`src/verilog/hp_gpio_pkg.sv`:
```
package hp_gpio_pkg;

  // ---------------------------------------------------------------
  // register byte offsets
  // ---------------------------------------------------------------
  localparam logic [7:0] OFS_FUNC_SEL = 8'h00;
  localparam logic [7:0] OFS_DATA_DIR = 8'h04;
  localparam logic [7:0] OFS_DATA_LVL = 8'h08;
  localparam logic [7:0] OFS_CTRL_DIR = 8'h0C;
  localparam logic [7:0] OFS_CTRL_LVL = 8'h10;

  // ---------------------------------------------------------------
  // enable register field positions
  // ---------------------------------------------------------------
  localparam int BIT_SEL_ADDR_UPPER = 12;
  localparam int BIT_SEL_ADDR_LOWER = 11;
  localparam int BIT_SEL_DATA_UPPER = 8;
  localparam int BIT_SEL_DATA_LOWER = 7;
  localparam int BIT_SEL_IRQ_OUT = 6;
  localparam int BIT_SEL_BYTE_ID = 4;
  localparam int BIT_SEL_ADDR_STROBE = 2;
  localparam int BIT_SEL_ACCESS_CTRL = 1;
  localparam int BIT_SEL_STROBE_GRP = 0;

  // writable masks, reserved bits read zero
  localparam logic [15:0] FUNC_SEL_MASK = 16'h19D7;
  localparam logic [15:0] CTRL_MASK = 16'h01FF;

  // ---------------------------------------------------------------
  // control pin positions in the control registers
  // ---------------------------------------------------------------
  localparam int CP_ADDR_STROBE = 0;
  localparam int CP_SELECT = 1;
  localparam int CP_STROBE_ONE = 2;
  localparam int CP_STROBE_TWO = 3;
  localparam int CP_READ_WRITE = 4;
  localparam int CP_BYTE_ID = 5;
  localparam int CP_ACCESS_CTRL1 = 6;
  localparam int CP_ACCESS_CTRL0 = 7;
  localparam int CP_IRQ_OUT = 8;

  // reset values
  localparam logic [15:0] RST_REG = 16'h0000;

  // ---------------------------------------------------------------
  // carrier types
  // ---------------------------------------------------------------
  typedef enum logic [1:0] {
    HTRANS_IDLE = 2'b00,
    HTRANS_BUSY = 2'b01,
    HTRANS_NSEQ = 2'b10,
    HTRANS_SEQ = 2'b11
  } htrans_t;

  typedef struct packed {
    logic [15:0] func_sel;
    logic [15:0] data_dir;
    logic [15:0] data_out;
    logic [15:0] ctrl_dir;
    logic [15:0] ctrl_out;
    logic wr_pend;
    logic rd_pend;
    logic [7:0] addr;
    logic [31:0] rdata;
  } state_t;

  // pin bundle, output enable active low
  typedef struct packed {
    logic [15:0] data_o;
    logic [15:0] data_oe_n;
    logic [8:0] ctrl_o;
    logic [8:0] ctrl_oe_n;
  } pins_t;

endpackage

```
`src/verilog/host_port_pin_gpio.sv`:
```
// Added by the designer: the address map and the AHB-Lite interface to the registers.
`timescale 1ns/1ps
// Functional notes
// RULE_01: enable register reachable only over the internal cpu bus.
// RULE_02: bit 12 and bit 11 hand upper and lower address banks to gpio.
// RULE_03: address bank enables act only in sixteen-bit nonmultiplexed mode.
// RULE_04: bit 8 and bit 7 hand upper and lower data banks to gpio.
// RULE_05: upper data bank enable acts only in sixteen-bit mode.
// RULE_06: bit 6 hands the interrupt output pin to gpio.
// RULE_07: bit 4 hands the byte identification pin to gpio.
// RULE_08: bit 2 hands the address strobe pin to gpio.
// RULE_09: strobe and byte id enables act only in eight-bit mode.
// RULE_10: bit 1 hands both access control pins to gpio.
// RULE_11: bit 0 hands select, strobes, read/write to gpio if port disabled.
// RULE_12: software keeps bit 0 clear while the port enable pin is high.
// RULE_13: software writes zeros to reserved bits; enables reset to zero.
// RULE_14: each direction bit: zero input, one output, any mix.
// RULE_15: input pin data bit reads pin level; writes ignored.
// RULE_16: output pin data bit drives pin low or high.
// RULE_17: data pair maps bit n to data pin n; reset zero.
// RULE_18: data bits act only when their bank is gpio enabled.
// RULE_19: upper data direction and data usable only in sixteen-bit mode.
// RULE_20: control direction register, bit 8 interrupt pin, 15..9 reserved.
// RULE_21: strobe and byte id control bits usable only in eight-bit mode.
// RULE_22: non-gpio pins stay under host port control.
module host_port_pin_gpio
  import hp_gpio_pkg::*;
(
  // clock and reset
  input wire logic hclk,
  input wire logic hresetn,
  // ahb-lite slave
  input wire logic hsel,
  input wire logic [31:0] haddr,
  input wire logic [1:0] htrans,
  input wire logic hwrite,
  input wire logic [2:0] hsize,
  input wire logic [31:0] hwdata,
  input wire logic hready,
  output logic hreadyout,
  output logic hresp,
  output logic [31:0] hrdata,
  // port configuration
  input wire logic mode_16bit,
  input wire logic port_enable_input,
  // host port function side, oe active low
  input wire pins_t port_func,
  // pin side
  input wire logic [15:0] port_data_pins_i,
  input wire logic [15:0] port_addr_pins_i,
  input wire logic [8:0] ctrl_pins_i,
  input wire pins_t host_pins_unused_i,
  output pins_t pins,
  output logic [15:0] gpio_addr_upper_lower_sel,
  // pin levels back to host port logic
  output logic [15:0] port_data_to_func,
  output logic [8:0] ctrl_to_func
);

  state_t st;
  state_t next_st;
  logic [15:0] data_gpio;
  logic [8:0] ctrl_gpio;
  logic [15:0] data_in_rd;
  logic [15:0] ctrl_in_rd;
  logic [15:0] wval;

  // ---------------------------------------------------------------
  // effective gpio ownership per pin
  // ---------------------------------------------------------------

  // address bank grants, for the address pin logic outside
  always_comb begin
    gpio_addr_upper_lower_sel = '0;
    gpio_addr_upper_lower_sel[15:8] =
      {8{st.func_sel[BIT_SEL_ADDR_UPPER] & mode_16bit}}; // [RULE_02] [RULE_03]
    gpio_addr_upper_lower_sel[7:0] =
      {8{st.func_sel[BIT_SEL_ADDR_LOWER] & mode_16bit}}; // [RULE_02] [RULE_03]
  end

  // data bank grants
  always_comb begin
    data_gpio[7:0] = {8{st.func_sel[BIT_SEL_DATA_LOWER]}}; // [RULE_04] [RULE_18]
    data_gpio[15:8] = {8{st.func_sel[BIT_SEL_DATA_UPPER]
      & mode_16bit}}; // [RULE_04] [RULE_05] [RULE_19]
  end

  // control pin grants
  always_comb begin
    ctrl_gpio = '0;
    ctrl_gpio[CP_IRQ_OUT] = st.func_sel[BIT_SEL_IRQ_OUT]; // [RULE_06]
    ctrl_gpio[CP_BYTE_ID] = st.func_sel[BIT_SEL_BYTE_ID]
      & ~mode_16bit; // [RULE_07] [RULE_09] [RULE_21]
    ctrl_gpio[CP_ADDR_STROBE] = st.func_sel[BIT_SEL_ADDR_STROBE]
      & ~mode_16bit; // [RULE_08] [RULE_09] [RULE_21]
    ctrl_gpio[CP_ACCESS_CTRL0] = st.func_sel[BIT_SEL_ACCESS_CTRL]; // [RULE_10]
    ctrl_gpio[CP_ACCESS_CTRL1] = st.func_sel[BIT_SEL_ACCESS_CTRL]; // [RULE_10]
    ctrl_gpio[CP_SELECT] = st.func_sel[BIT_SEL_STROBE_GRP]
      & ~port_enable_input; // [RULE_11]
    ctrl_gpio[CP_STROBE_ONE] = ctrl_gpio[CP_SELECT]; // [RULE_11]
    ctrl_gpio[CP_STROBE_TWO] = ctrl_gpio[CP_SELECT]; // [RULE_11]
    ctrl_gpio[CP_READ_WRITE] = ctrl_gpio[CP_SELECT]; // [RULE_11]
  end

  // ---------------------------------------------------------------
  // pin drivers: gpio owns a pin or host port function does
  // ---------------------------------------------------------------
  always_comb begin
    for (int i = 0; i < 16; i++) begin
      if (data_gpio[i]) begin
        pins.data_o[i] = st.data_out[i]; // [RULE_16] [RULE_17]
        pins.data_oe_n[i] = ~st.data_dir[i]; // [RULE_14]
      end else begin
        pins.data_o[i] = port_func.data_o[i]; // [RULE_22]
        pins.data_oe_n[i] = port_func.data_oe_n[i]; // [RULE_22]
      end
    end
    for (int j = 0; j < 9; j++) begin
      if (ctrl_gpio[j]) begin
        pins.ctrl_o[j] = st.ctrl_out[j]; // [RULE_16]
        pins.ctrl_oe_n[j] = ~st.ctrl_dir[j]; // [RULE_14] [RULE_20]
      end else begin
        pins.ctrl_o[j] = port_func.ctrl_o[j]; // [RULE_22]
        pins.ctrl_oe_n[j] = port_func.ctrl_oe_n[j]; // [RULE_22]
      end
    end
  end

  // pin levels to the host port, gpio pins shown idle low
  assign port_data_to_func = port_data_pins_i & ~data_gpio;
  assign ctrl_to_func = ctrl_pins_i & ~ctrl_gpio;

  // ---------------------------------------------------------------
  // read values of the level registers
  // ---------------------------------------------------------------
  always_comb begin
    data_in_rd = (st.data_dir & st.data_out)
      | (~st.data_dir & port_data_pins_i); // [RULE_15]
    ctrl_in_rd = ((st.ctrl_dir & st.ctrl_out)
      | (~st.ctrl_dir & {7'h00, ctrl_pins_i})) & CTRL_MASK; // [RULE_15]
  end

  // ---------------------------------------------------------------
  // ahb-lite slave, zero wait state, always okay
  // ---------------------------------------------------------------
  assign hreadyout = 1'b1;
  assign hresp = 1'b0;
  assign hrdata = st.rdata;
  assign wval = hwdata[15:0];

  // next state of registers and bus phase
  always_comb begin
    next_st = st;
    next_st.wr_pend = 1'b0;
    next_st.rd_pend = 1'b0;
    // data phase of a write
    if (st.wr_pend) begin
      unique case (st.addr)
        OFS_FUNC_SEL: next_st.func_sel = wval & FUNC_SEL_MASK; // [RULE_01]
        OFS_DATA_DIR: next_st.data_dir = wval; // [RULE_14] [RULE_17]
        OFS_DATA_LVL: next_st.data_out = (wval & st.data_dir)
          | (st.data_out & ~st.data_dir); // [RULE_15] [RULE_16]
        OFS_CTRL_DIR: next_st.ctrl_dir = wval & CTRL_MASK; // [RULE_20]
        OFS_CTRL_LVL: next_st.ctrl_out = ((wval & st.ctrl_dir)
          | (st.ctrl_out & ~st.ctrl_dir)) & CTRL_MASK; // [RULE_15]
        default: next_st.func_sel = st.func_sel;
      endcase
    end
    // address phase
    if (hsel && hready && htrans[1]) begin
      next_st.addr = haddr[7:0];
      next_st.wr_pend = hwrite;
      next_st.rd_pend = ~hwrite;
      unique case (haddr[7:0])
        OFS_FUNC_SEL: next_st.rdata = {16'h0000, st.func_sel};
        OFS_DATA_DIR: next_st.rdata = {16'h0000, st.data_dir};
        OFS_DATA_LVL: next_st.rdata = {16'h0000, data_in_rd};
        OFS_CTRL_DIR: next_st.rdata = {16'h0000, st.ctrl_dir};
        OFS_CTRL_LVL: next_st.rdata = {16'h0000, ctrl_in_rd};
        default: next_st.rdata = 32'h00000000;
      endcase
    end
  end

  // state register
  always_ff @(posedge hclk or negedge hresetn) begin
    if (!hresetn) begin
      st <= '0; // [RULE_13]
    end else begin
      st <= next_st;
    end
  end

  // ---------------------------------------------------------------
  // assertions
  // ---------------------------------------------------------------

  // strobe group never handed over while the host port is live
  a_strobe_group_gate: assert property ( // [RULE_11]
    @(posedge hclk) disable iff (!hresetn)
    port_enable_input |-> !ctrl_gpio[CP_SELECT])
    else $error("strobe group granted while port enabled");

  // upper data bank absent in eight-bit mode
  a_upper_data_mode: assert property ( // [RULE_05]
    @(posedge hclk) disable iff (!hresetn)
    !mode_16bit |-> data_gpio[15:8] == 8'h00)
    else $error("upper data bank granted in eight-bit mode");

  // strobe and byte id pins absent in sixteen-bit mode
  a_strobe_pin_mode: assert property ( // [RULE_09]
    @(posedge hclk) disable iff (!hresetn)
    mode_16bit |-> !ctrl_gpio[CP_ADDR_STROBE] && !ctrl_gpio[CP_BYTE_ID])
    else $error("strobe or byte id granted in sixteen-bit mode");

  // address banks absent in eight-bit mode
  a_addr_bank_mode: assert property ( // [RULE_03]
    @(posedge hclk) disable iff (!hresetn)
    !mode_16bit |-> gpio_addr_upper_lower_sel == 16'h0000)
    else $error("address bank granted in eight-bit mode");

  // enable register takes the masked write data
  a_func_sel_write: assert property ( // [RULE_01]
    @(posedge hclk) disable iff (!hresetn)
    st.wr_pend && st.addr == OFS_FUNC_SEL |=>
    st.func_sel == ($past(hwdata[15:0]) & FUNC_SEL_MASK))
    else $error("enable register write lost");

  // writes leave the data bits of input pins alone
  a_input_write_kept: assert property ( // [RULE_15]
    @(posedge hclk) disable iff (!hresetn)
    st.wr_pend && st.addr == OFS_DATA_LVL |=>
    ((st.data_out ^ $past(st.data_out)) & ~$past(st.data_dir)) == 16'h0)
    else $error("input data bit changed by write");

  // a gpio output pin follows its data bit
  a_gpio_drive: assert property ( // [RULE_16]
    @(posedge hclk) disable iff (!hresetn)
    data_gpio[0] && st.data_dir[0] |->
    !pins.data_oe_n[0] && pins.data_o[0] == st.data_out[0])
    else $error("gpio output not driven");

  // host function keeps the interrupt pin unless handed over
  a_host_keeps_pin: assert property ( // [RULE_22]
    @(posedge hclk) disable iff (!hresetn)
    !ctrl_gpio[CP_IRQ_OUT] |->
    pins.ctrl_oe_n[CP_IRQ_OUT] == port_func.ctrl_oe_n[CP_IRQ_OUT])
    else $error("host lost interrupt pin");

  // direction readback in the data phase
  a_read_data_reg: assert property ( // [RULE_14]
    @(posedge hclk) disable iff (!hresetn)
    hsel && hready && htrans[1] && !hwrite && haddr[7:0] == OFS_DATA_DIR
    |=> hrdata == {16'h0000, $past(st.data_dir)})
    else $error("direction readback wrong");

  // lower data bank follows its enable bit alone
  a_lower_data_grant: assert property ( // [RULE_04]
    @(posedge hclk) disable iff (!hresetn)
    data_gpio[7:0] == {8{st.func_sel[BIT_SEL_DATA_LOWER]}})
    else $error("lower data bank grant wrong");

  // interrupt pin follows its enable bit in both modes
  a_irq_pin_grant: assert property ( // [RULE_06]
    @(posedge hclk) disable iff (!hresetn)
    ctrl_gpio[CP_IRQ_OUT] == st.func_sel[BIT_SEL_IRQ_OUT])
    else $error("interrupt pin grant wrong");

  // both access control pins move together
  a_access_pair: assert property ( // [RULE_10]
    @(posedge hclk) disable iff (!hresetn)
    ctrl_gpio[CP_ACCESS_CTRL0] == ctrl_gpio[CP_ACCESS_CTRL1])
    else $error("access control pins split");

  // upper half of read data is always zero
  a_read_upper_zero: assert property ( // [RULE_20]
    @(posedge hclk) disable iff (!hresetn)
    hrdata[31:16] == 16'h0000)
    else $error("read data upper half not zero");

  // host function keeps an upper data pin unless handed over
  a_host_keeps_data: assert property ( // [RULE_22]
    @(posedge hclk) disable iff (!hresetn)
    !data_gpio[15] |->
    pins.data_oe_n[15] == port_func.data_oe_n[15])
    else $error("host lost upper data pin");

endmodule

```
`config.mk`:
```
export PLATFORM = sky130hd
export DESIGN_NAME = host_port_pin_gpio
export DESIGN_NICKNAME = d
export VERILOG_FILES = /design/src/verilog/hp_gpio_pkg.sv /design/src/verilog/host_port_pin_gpio.sv
export SDC_FILE = /design/constraint.sdc
export NUM_CORES = 1
export LEC_CHECK = 0
export BUFFER_PORTS_ARGS = -buffer_cell sky130_fd_sc_hd__buf_2
export CORE_AREA = 4 4 132 134
export CTS_CLUSTER_DIAMETER = 40
export CTS_CLUSTER_SIZE = 24
export DETAILED_ROUTE_END_ITERATION = 8
export DIE_AREA = 0 0 136 138
export SLEW_MARGIN = 20
export SYNTH_ARGS = -nofsm -noshare
export SYNTH_HDL_FRONTEND = slang
export SYNTH_SLANG_ARGS = --single-unit
```
`constraint.sdc`:
```
create_clock -name hclk -period 3 [get_ports hclk]
set_clock_uncertainty 0.05 [all_clocks]
set_input_delay 0.15 -clock hclk [delete_from_list [all_inputs] [get_ports hclk]]
set_output_delay 0.15 -clock hclk [all_outputs]
set_load 0.02 [all_outputs]
```
# Word-level counts from Yosys, hierarchy flattened
# Index checks and enable logic that the tools add are counted.
[totals] reg_bits=100 latch_bits=0 mem_bits_rw=0 mem_bits_ro=0 input_bits=217 out_inout_bits=125 elab_cells=129 mem_count=0
[op_classes] addsub=0 mul=0 div=0 magnitude_cmp=0 eq_ne=8 shifts=0 n_mux=52 bitwise_logic=52 n_reduce_logical=9
[ops] cell="$and 16x16->16" count=5
[ops] cell="$pmux 16 s5" count=1
[ops] cell="$mux 1" count=50
[ops] cell="$and 9x9->9" count=5
[ops] cell="$mux 42" count=1
[ops] cell="$eq 8x4->1 const B" count=4
[ops] cell="$not 16->16" count=2
[ops] cell="$or 16x16->16" count=2
[ops] cell="$not 1->1" count=28
[ops] cell="$not 9->9" count=2
[ops] cell="$or 9x9->9" count=2
[ops] cell="$eq 8x3->1 const B" count=2
[ops] cell="$eq 8x5->1 const B" count=2
[ops] cell="$logic_not 8->1" count=2
[ops] cell="$reduce_and 2->1" count=5
[ops] cell="$and 1x1->1" count=6
[ops] cell="$logic_and 1x1->1" count=2

# Logic depth before layout (Yosys ltp)
[logic_depth] word_depth=5 depth_mapped=6 mapped_depth_nobuf=4

# Least setup slack after synthesis
# No wires, ideal clock.
[synth_path] path_kind="register to register" startpoint="reg st[33] in the netlist's numbering" endpoint="reg st[100] in the netlist's numbering" setup_ns=0.125 arrival_ns=1.884 required_ns=2.825 slack_ns=0.942 path_stages_with_launch=7 path_buffers=2 synth_period_minus_slack_ns=2.058 cell_sequence="dfrtp_1 > or4_4 > nor3_2 > and3b_1 > buf_4 > buf_4 > mux2_2"
[synth_via] elab_chain_cells=2
[synth_rtl] element="start: declaration" line="host_port_pin_gpio.sv:60" text="state_t st;"
[synth_rtl] element="start signal: assignment" line="host_port_pin_gpio.sv:190" text="st <= next_st;"
[synth_rtl] element="$eq 8x3->1" line="host_port_pin_gpio.sv:158" text="unique case (st.addr)"
[synth_rtl] element="$reduce_and 2->1 (no line)"
# Every way passes these cells.
# A chain may end at the register's enable or synchronous reset.

# Worst setup path in the final report
[layout_path] startpoint="in haddr[7]" endpoint="reg st (netlist bit hrdata[8])"
[layout_via] elab_chain_cells=2 elab_cells_between_ends=6 classes_between="eq/ne (4); mux (1); reduce/logical (1)"
[layout_rtl] element="start: declaration" line="host_port_pin_gpio.sv:34" text="input wire logic [31:0] haddr,"
[layout_rtl] element="$eq 8x5->1 (tied with other cells)" line="host_port_pin_gpio.sv:174" text="unique case (haddr[7:0])"
[layout_rtl] element="$pmux 16 s5 (*)" line="host_port_pin_gpio.sv:174"
# Mark *: on every way between the ends. The rest lies on a longest branch, timed or not.

==> results.toml <==
[outcome]
outcome = "complete, no violations"

[global_routing]
grt_pass1_wl_um = 23260
gr-total-overflow = 0
grt_pass1_vias = 4164
grt_max_degree = 56
grt.total_usage_pct = 16.04
antenna_found_initial = 0

[sta]
tightest_slew_ns = 0.9084
hold_slack_ns = 0.01534
hold_viol_final = 0
fin_crit_ns = 2.284
max_slew_margin_pct = 39.29
worst_slack_ns = 0.7155
fin_crit_sh_pct = 76.15
finalSetupViolations = 0
tns_ns = 0
drv_slew = 0
fmaxAchievable_mhz = 437.7
rsz0062_at_grt = "no"

[clock_tree]
clk_path_buf_depth = 2
htree_num_levels = 3
cts_resized = 0
clkLatencyLatePin_ns = 0.33
cts_setup_buffers = 0
clk_pin_slew_ns = 0.06
cts_tree = "built"
cts_root_buf = "clkbuf_16"
cts.sinks = 84
cts_made_buffers = 9

[pwr]
p_sw_share_pct = 29.78
p_per_area_nw_per_um2 = 475.3
p_clk_share_pct = 35.3
p_int_mw = 2.175
p_seq_share_pct = 41.4
peakVddDrop_mv = 0.2524
switchingPower_mw = 0.9225
power_leakage_nw = 3.270
combinationalPowerShare_pct = 23.3

[detailed_routing]
drtAntennaViolNets = 0
drtPass1Iterations = 4
via_per_inst = 4.642
routed_wl_um = 15410
initialDrtViolationCount = 166
wl_per_cell_um = 17.20
via_count = 4159
route.detailed.drc = 0

[floorplanning]
start_util_pct = 31.58
die_h_um = 138
die_w_um = 136
dieArea_um2 = 18770
placeableCoreArea_um2 = 16290
rows = 47
io_pins = 342

[worst_setup_path]
crit_slowest_cell = "or4_1"
path_class = "input port to register"
cp.arrival_ns = 2.51
cp.required_ns = 3.22
path_cells = "dlygate4sd3_1, buf_2, or4_1, nor3_2, buf_4, a22oi_1, nand2_1"
cp_max_fo = 9
cp-start-kind = "input port"
end_kind = "register"
cp_slowest_stage_delay_ns = 0.67

[logic_synthesis]
synth.area.top_cells = "dfrtp_1 (41%), mux2_2 (18%), mux2i_1 (8.4%), buf_4 (7.3%), nand2_1 (4.3%)"
synth_edf_count = 0
synth_ff_type = "dfrtp_1"
syn_area_um2 = 5144
synth_top_area_cell = "dfrtp_1"
synth_common_cells = "dfrtp_1 (84), mux2_2 (81), nand2_1 (59)"
yosysWarnings = 0
seq_area_frac_synth_pct = 40.87
syn_inst = 485
synth_top_area_share_pct = 40.87
synth-seq-cells = 84
synthArstFlopShare_pct = 100.0
avgSynthCellArea_um2 = 10.61
yosysMostFrequentCell = "dfrtp_1"
ys_types = 36

[cells_and_area]
fill_cells = 1662
syn2layout_area_growth_pct = 26.71
nNetsFinal = 889
final_area_um2 = 6518
insertedDiodeCount = 0
drive_gt1_share_pct = 49.26

[placed_design]
place.gp.congestion = 0.7581
dp_hpwl_um = 11550
dpl_cell_area_um2 = 6172
pre_cts_ws_ns = 0.7650
portBuffers = 213

[run]
cap_violations = 0

[worst_hold_path]
worst_hold_path_type = "input port to register"
[worst max-delay path: cells and delay by family]
| family | cells | cell delay, ns |
|---|---|---|
| AND/OR/NAND/NOR | 3 | 1.30 |
| AO/OA/AOI/OAI | 1 | 0.10 |
| buffers and inverters | 3 | 0.94 |
[path summary, 6_finish.rpt]
path	start	to	slack (ns)	cells past startpoint
setup / recovery	haddr[7]	hrdata[8]	0.72	7
hold / removal	haddr[0]	st[32]	0.02	2
setup reg to reg	st[33]	register	0.80	5
min in group asynchronous	hresetn	hrdata[13]	0.40	2
hold reg to reg	hrdata[7]	hrdata[7]	0.41	2
max in group asynchronous	hresetn	hrdata[7]	1.76	3
[layer usage]
metal  wire length [µm]  share of wire (%)  GRT usage (%)
met3               1162                7.5          3.379
met1               6913                 45          21.25
met5                  0                  0              0
met4                247                1.6          5.093
met2               7090                 46          26.15
[repair_timing]
| action | in CTS | in global routing |
|---|---|---|
| hold buffers | 6 | 0 |
| hold endpoints to repair | 59 | 0 |
| endpoints found under the setup margin | 0 | 0 |
[metrics by stage]
step | total power, mW | cells | util (%)
after floorplan | 1.788 | 501 | -
after global placement | 2.018 | 875 | 37.89
after detailed placement | 2.027 | 875 | 37.89
after CTS | 3.147 | 896 | 40.01
after global routing | 3.242 | 896 | 40.01
final | 3.098 | 896 | 40.01
[logic make-up after synthesis]
family | after synthesis | synth area share, %
AND/OR/NAND/NOR | 121 | 12.38
AO/OA/AOI/OAI | 60 | 7.663
other | 2 | 0.1460
flip-flops | 84 | 40.87
buffers and inverters | 84 | 9.925
multiplexers | 134 | 29.02
[power by group through the flow]
| stage | clock (mW) | combinational, mW | sequential (mW) |
|---|---|---|---|
| floorplan | 0 | 0.514 | 1.27 |
| CTS | 1.13 | 0.731 | 1.28 |
| global route | 1.16 | 0.785 | 1.29 |
| global placement | 0 | 0.717 | 1.30 |
| finish | 1.09 | 0.721 | 1.28 |
| detailed placement | 0 | 0.723 | 1.30 |
[cells in the final DEF (no fill, tap or decap), drive strengths merged, types with 14 or more instances in the layout]
| cell type | n |
|---|---|
| buf | 224 |
| mux2i | 43 |
| nand2 | 59 |
| mux2 | 91 |
| and2 | 16 |
| conb | 18 |
| o21ai | 21 |
| dfrtp | 84 |
| inv | 14 |
[final cells by class]
type / instances / area (µm²) / area share, %
Sequential cell: 84 / 2102 / 32.25
Multi-Input combinational cell: 333 / 2591 / 39.76
Inverter: 14 / 52.55 / 0.8063
Timing Repair Buffer: 230 / 1211 / 18.58
Tap cell: 220 / 275.3 / 4.223
Clock inverter: 2 / 35.03 / 0.5375
Clock buffer: 13 / 250.2 / 3.840
Note: power is estimated with default switching activity, not from simulation.
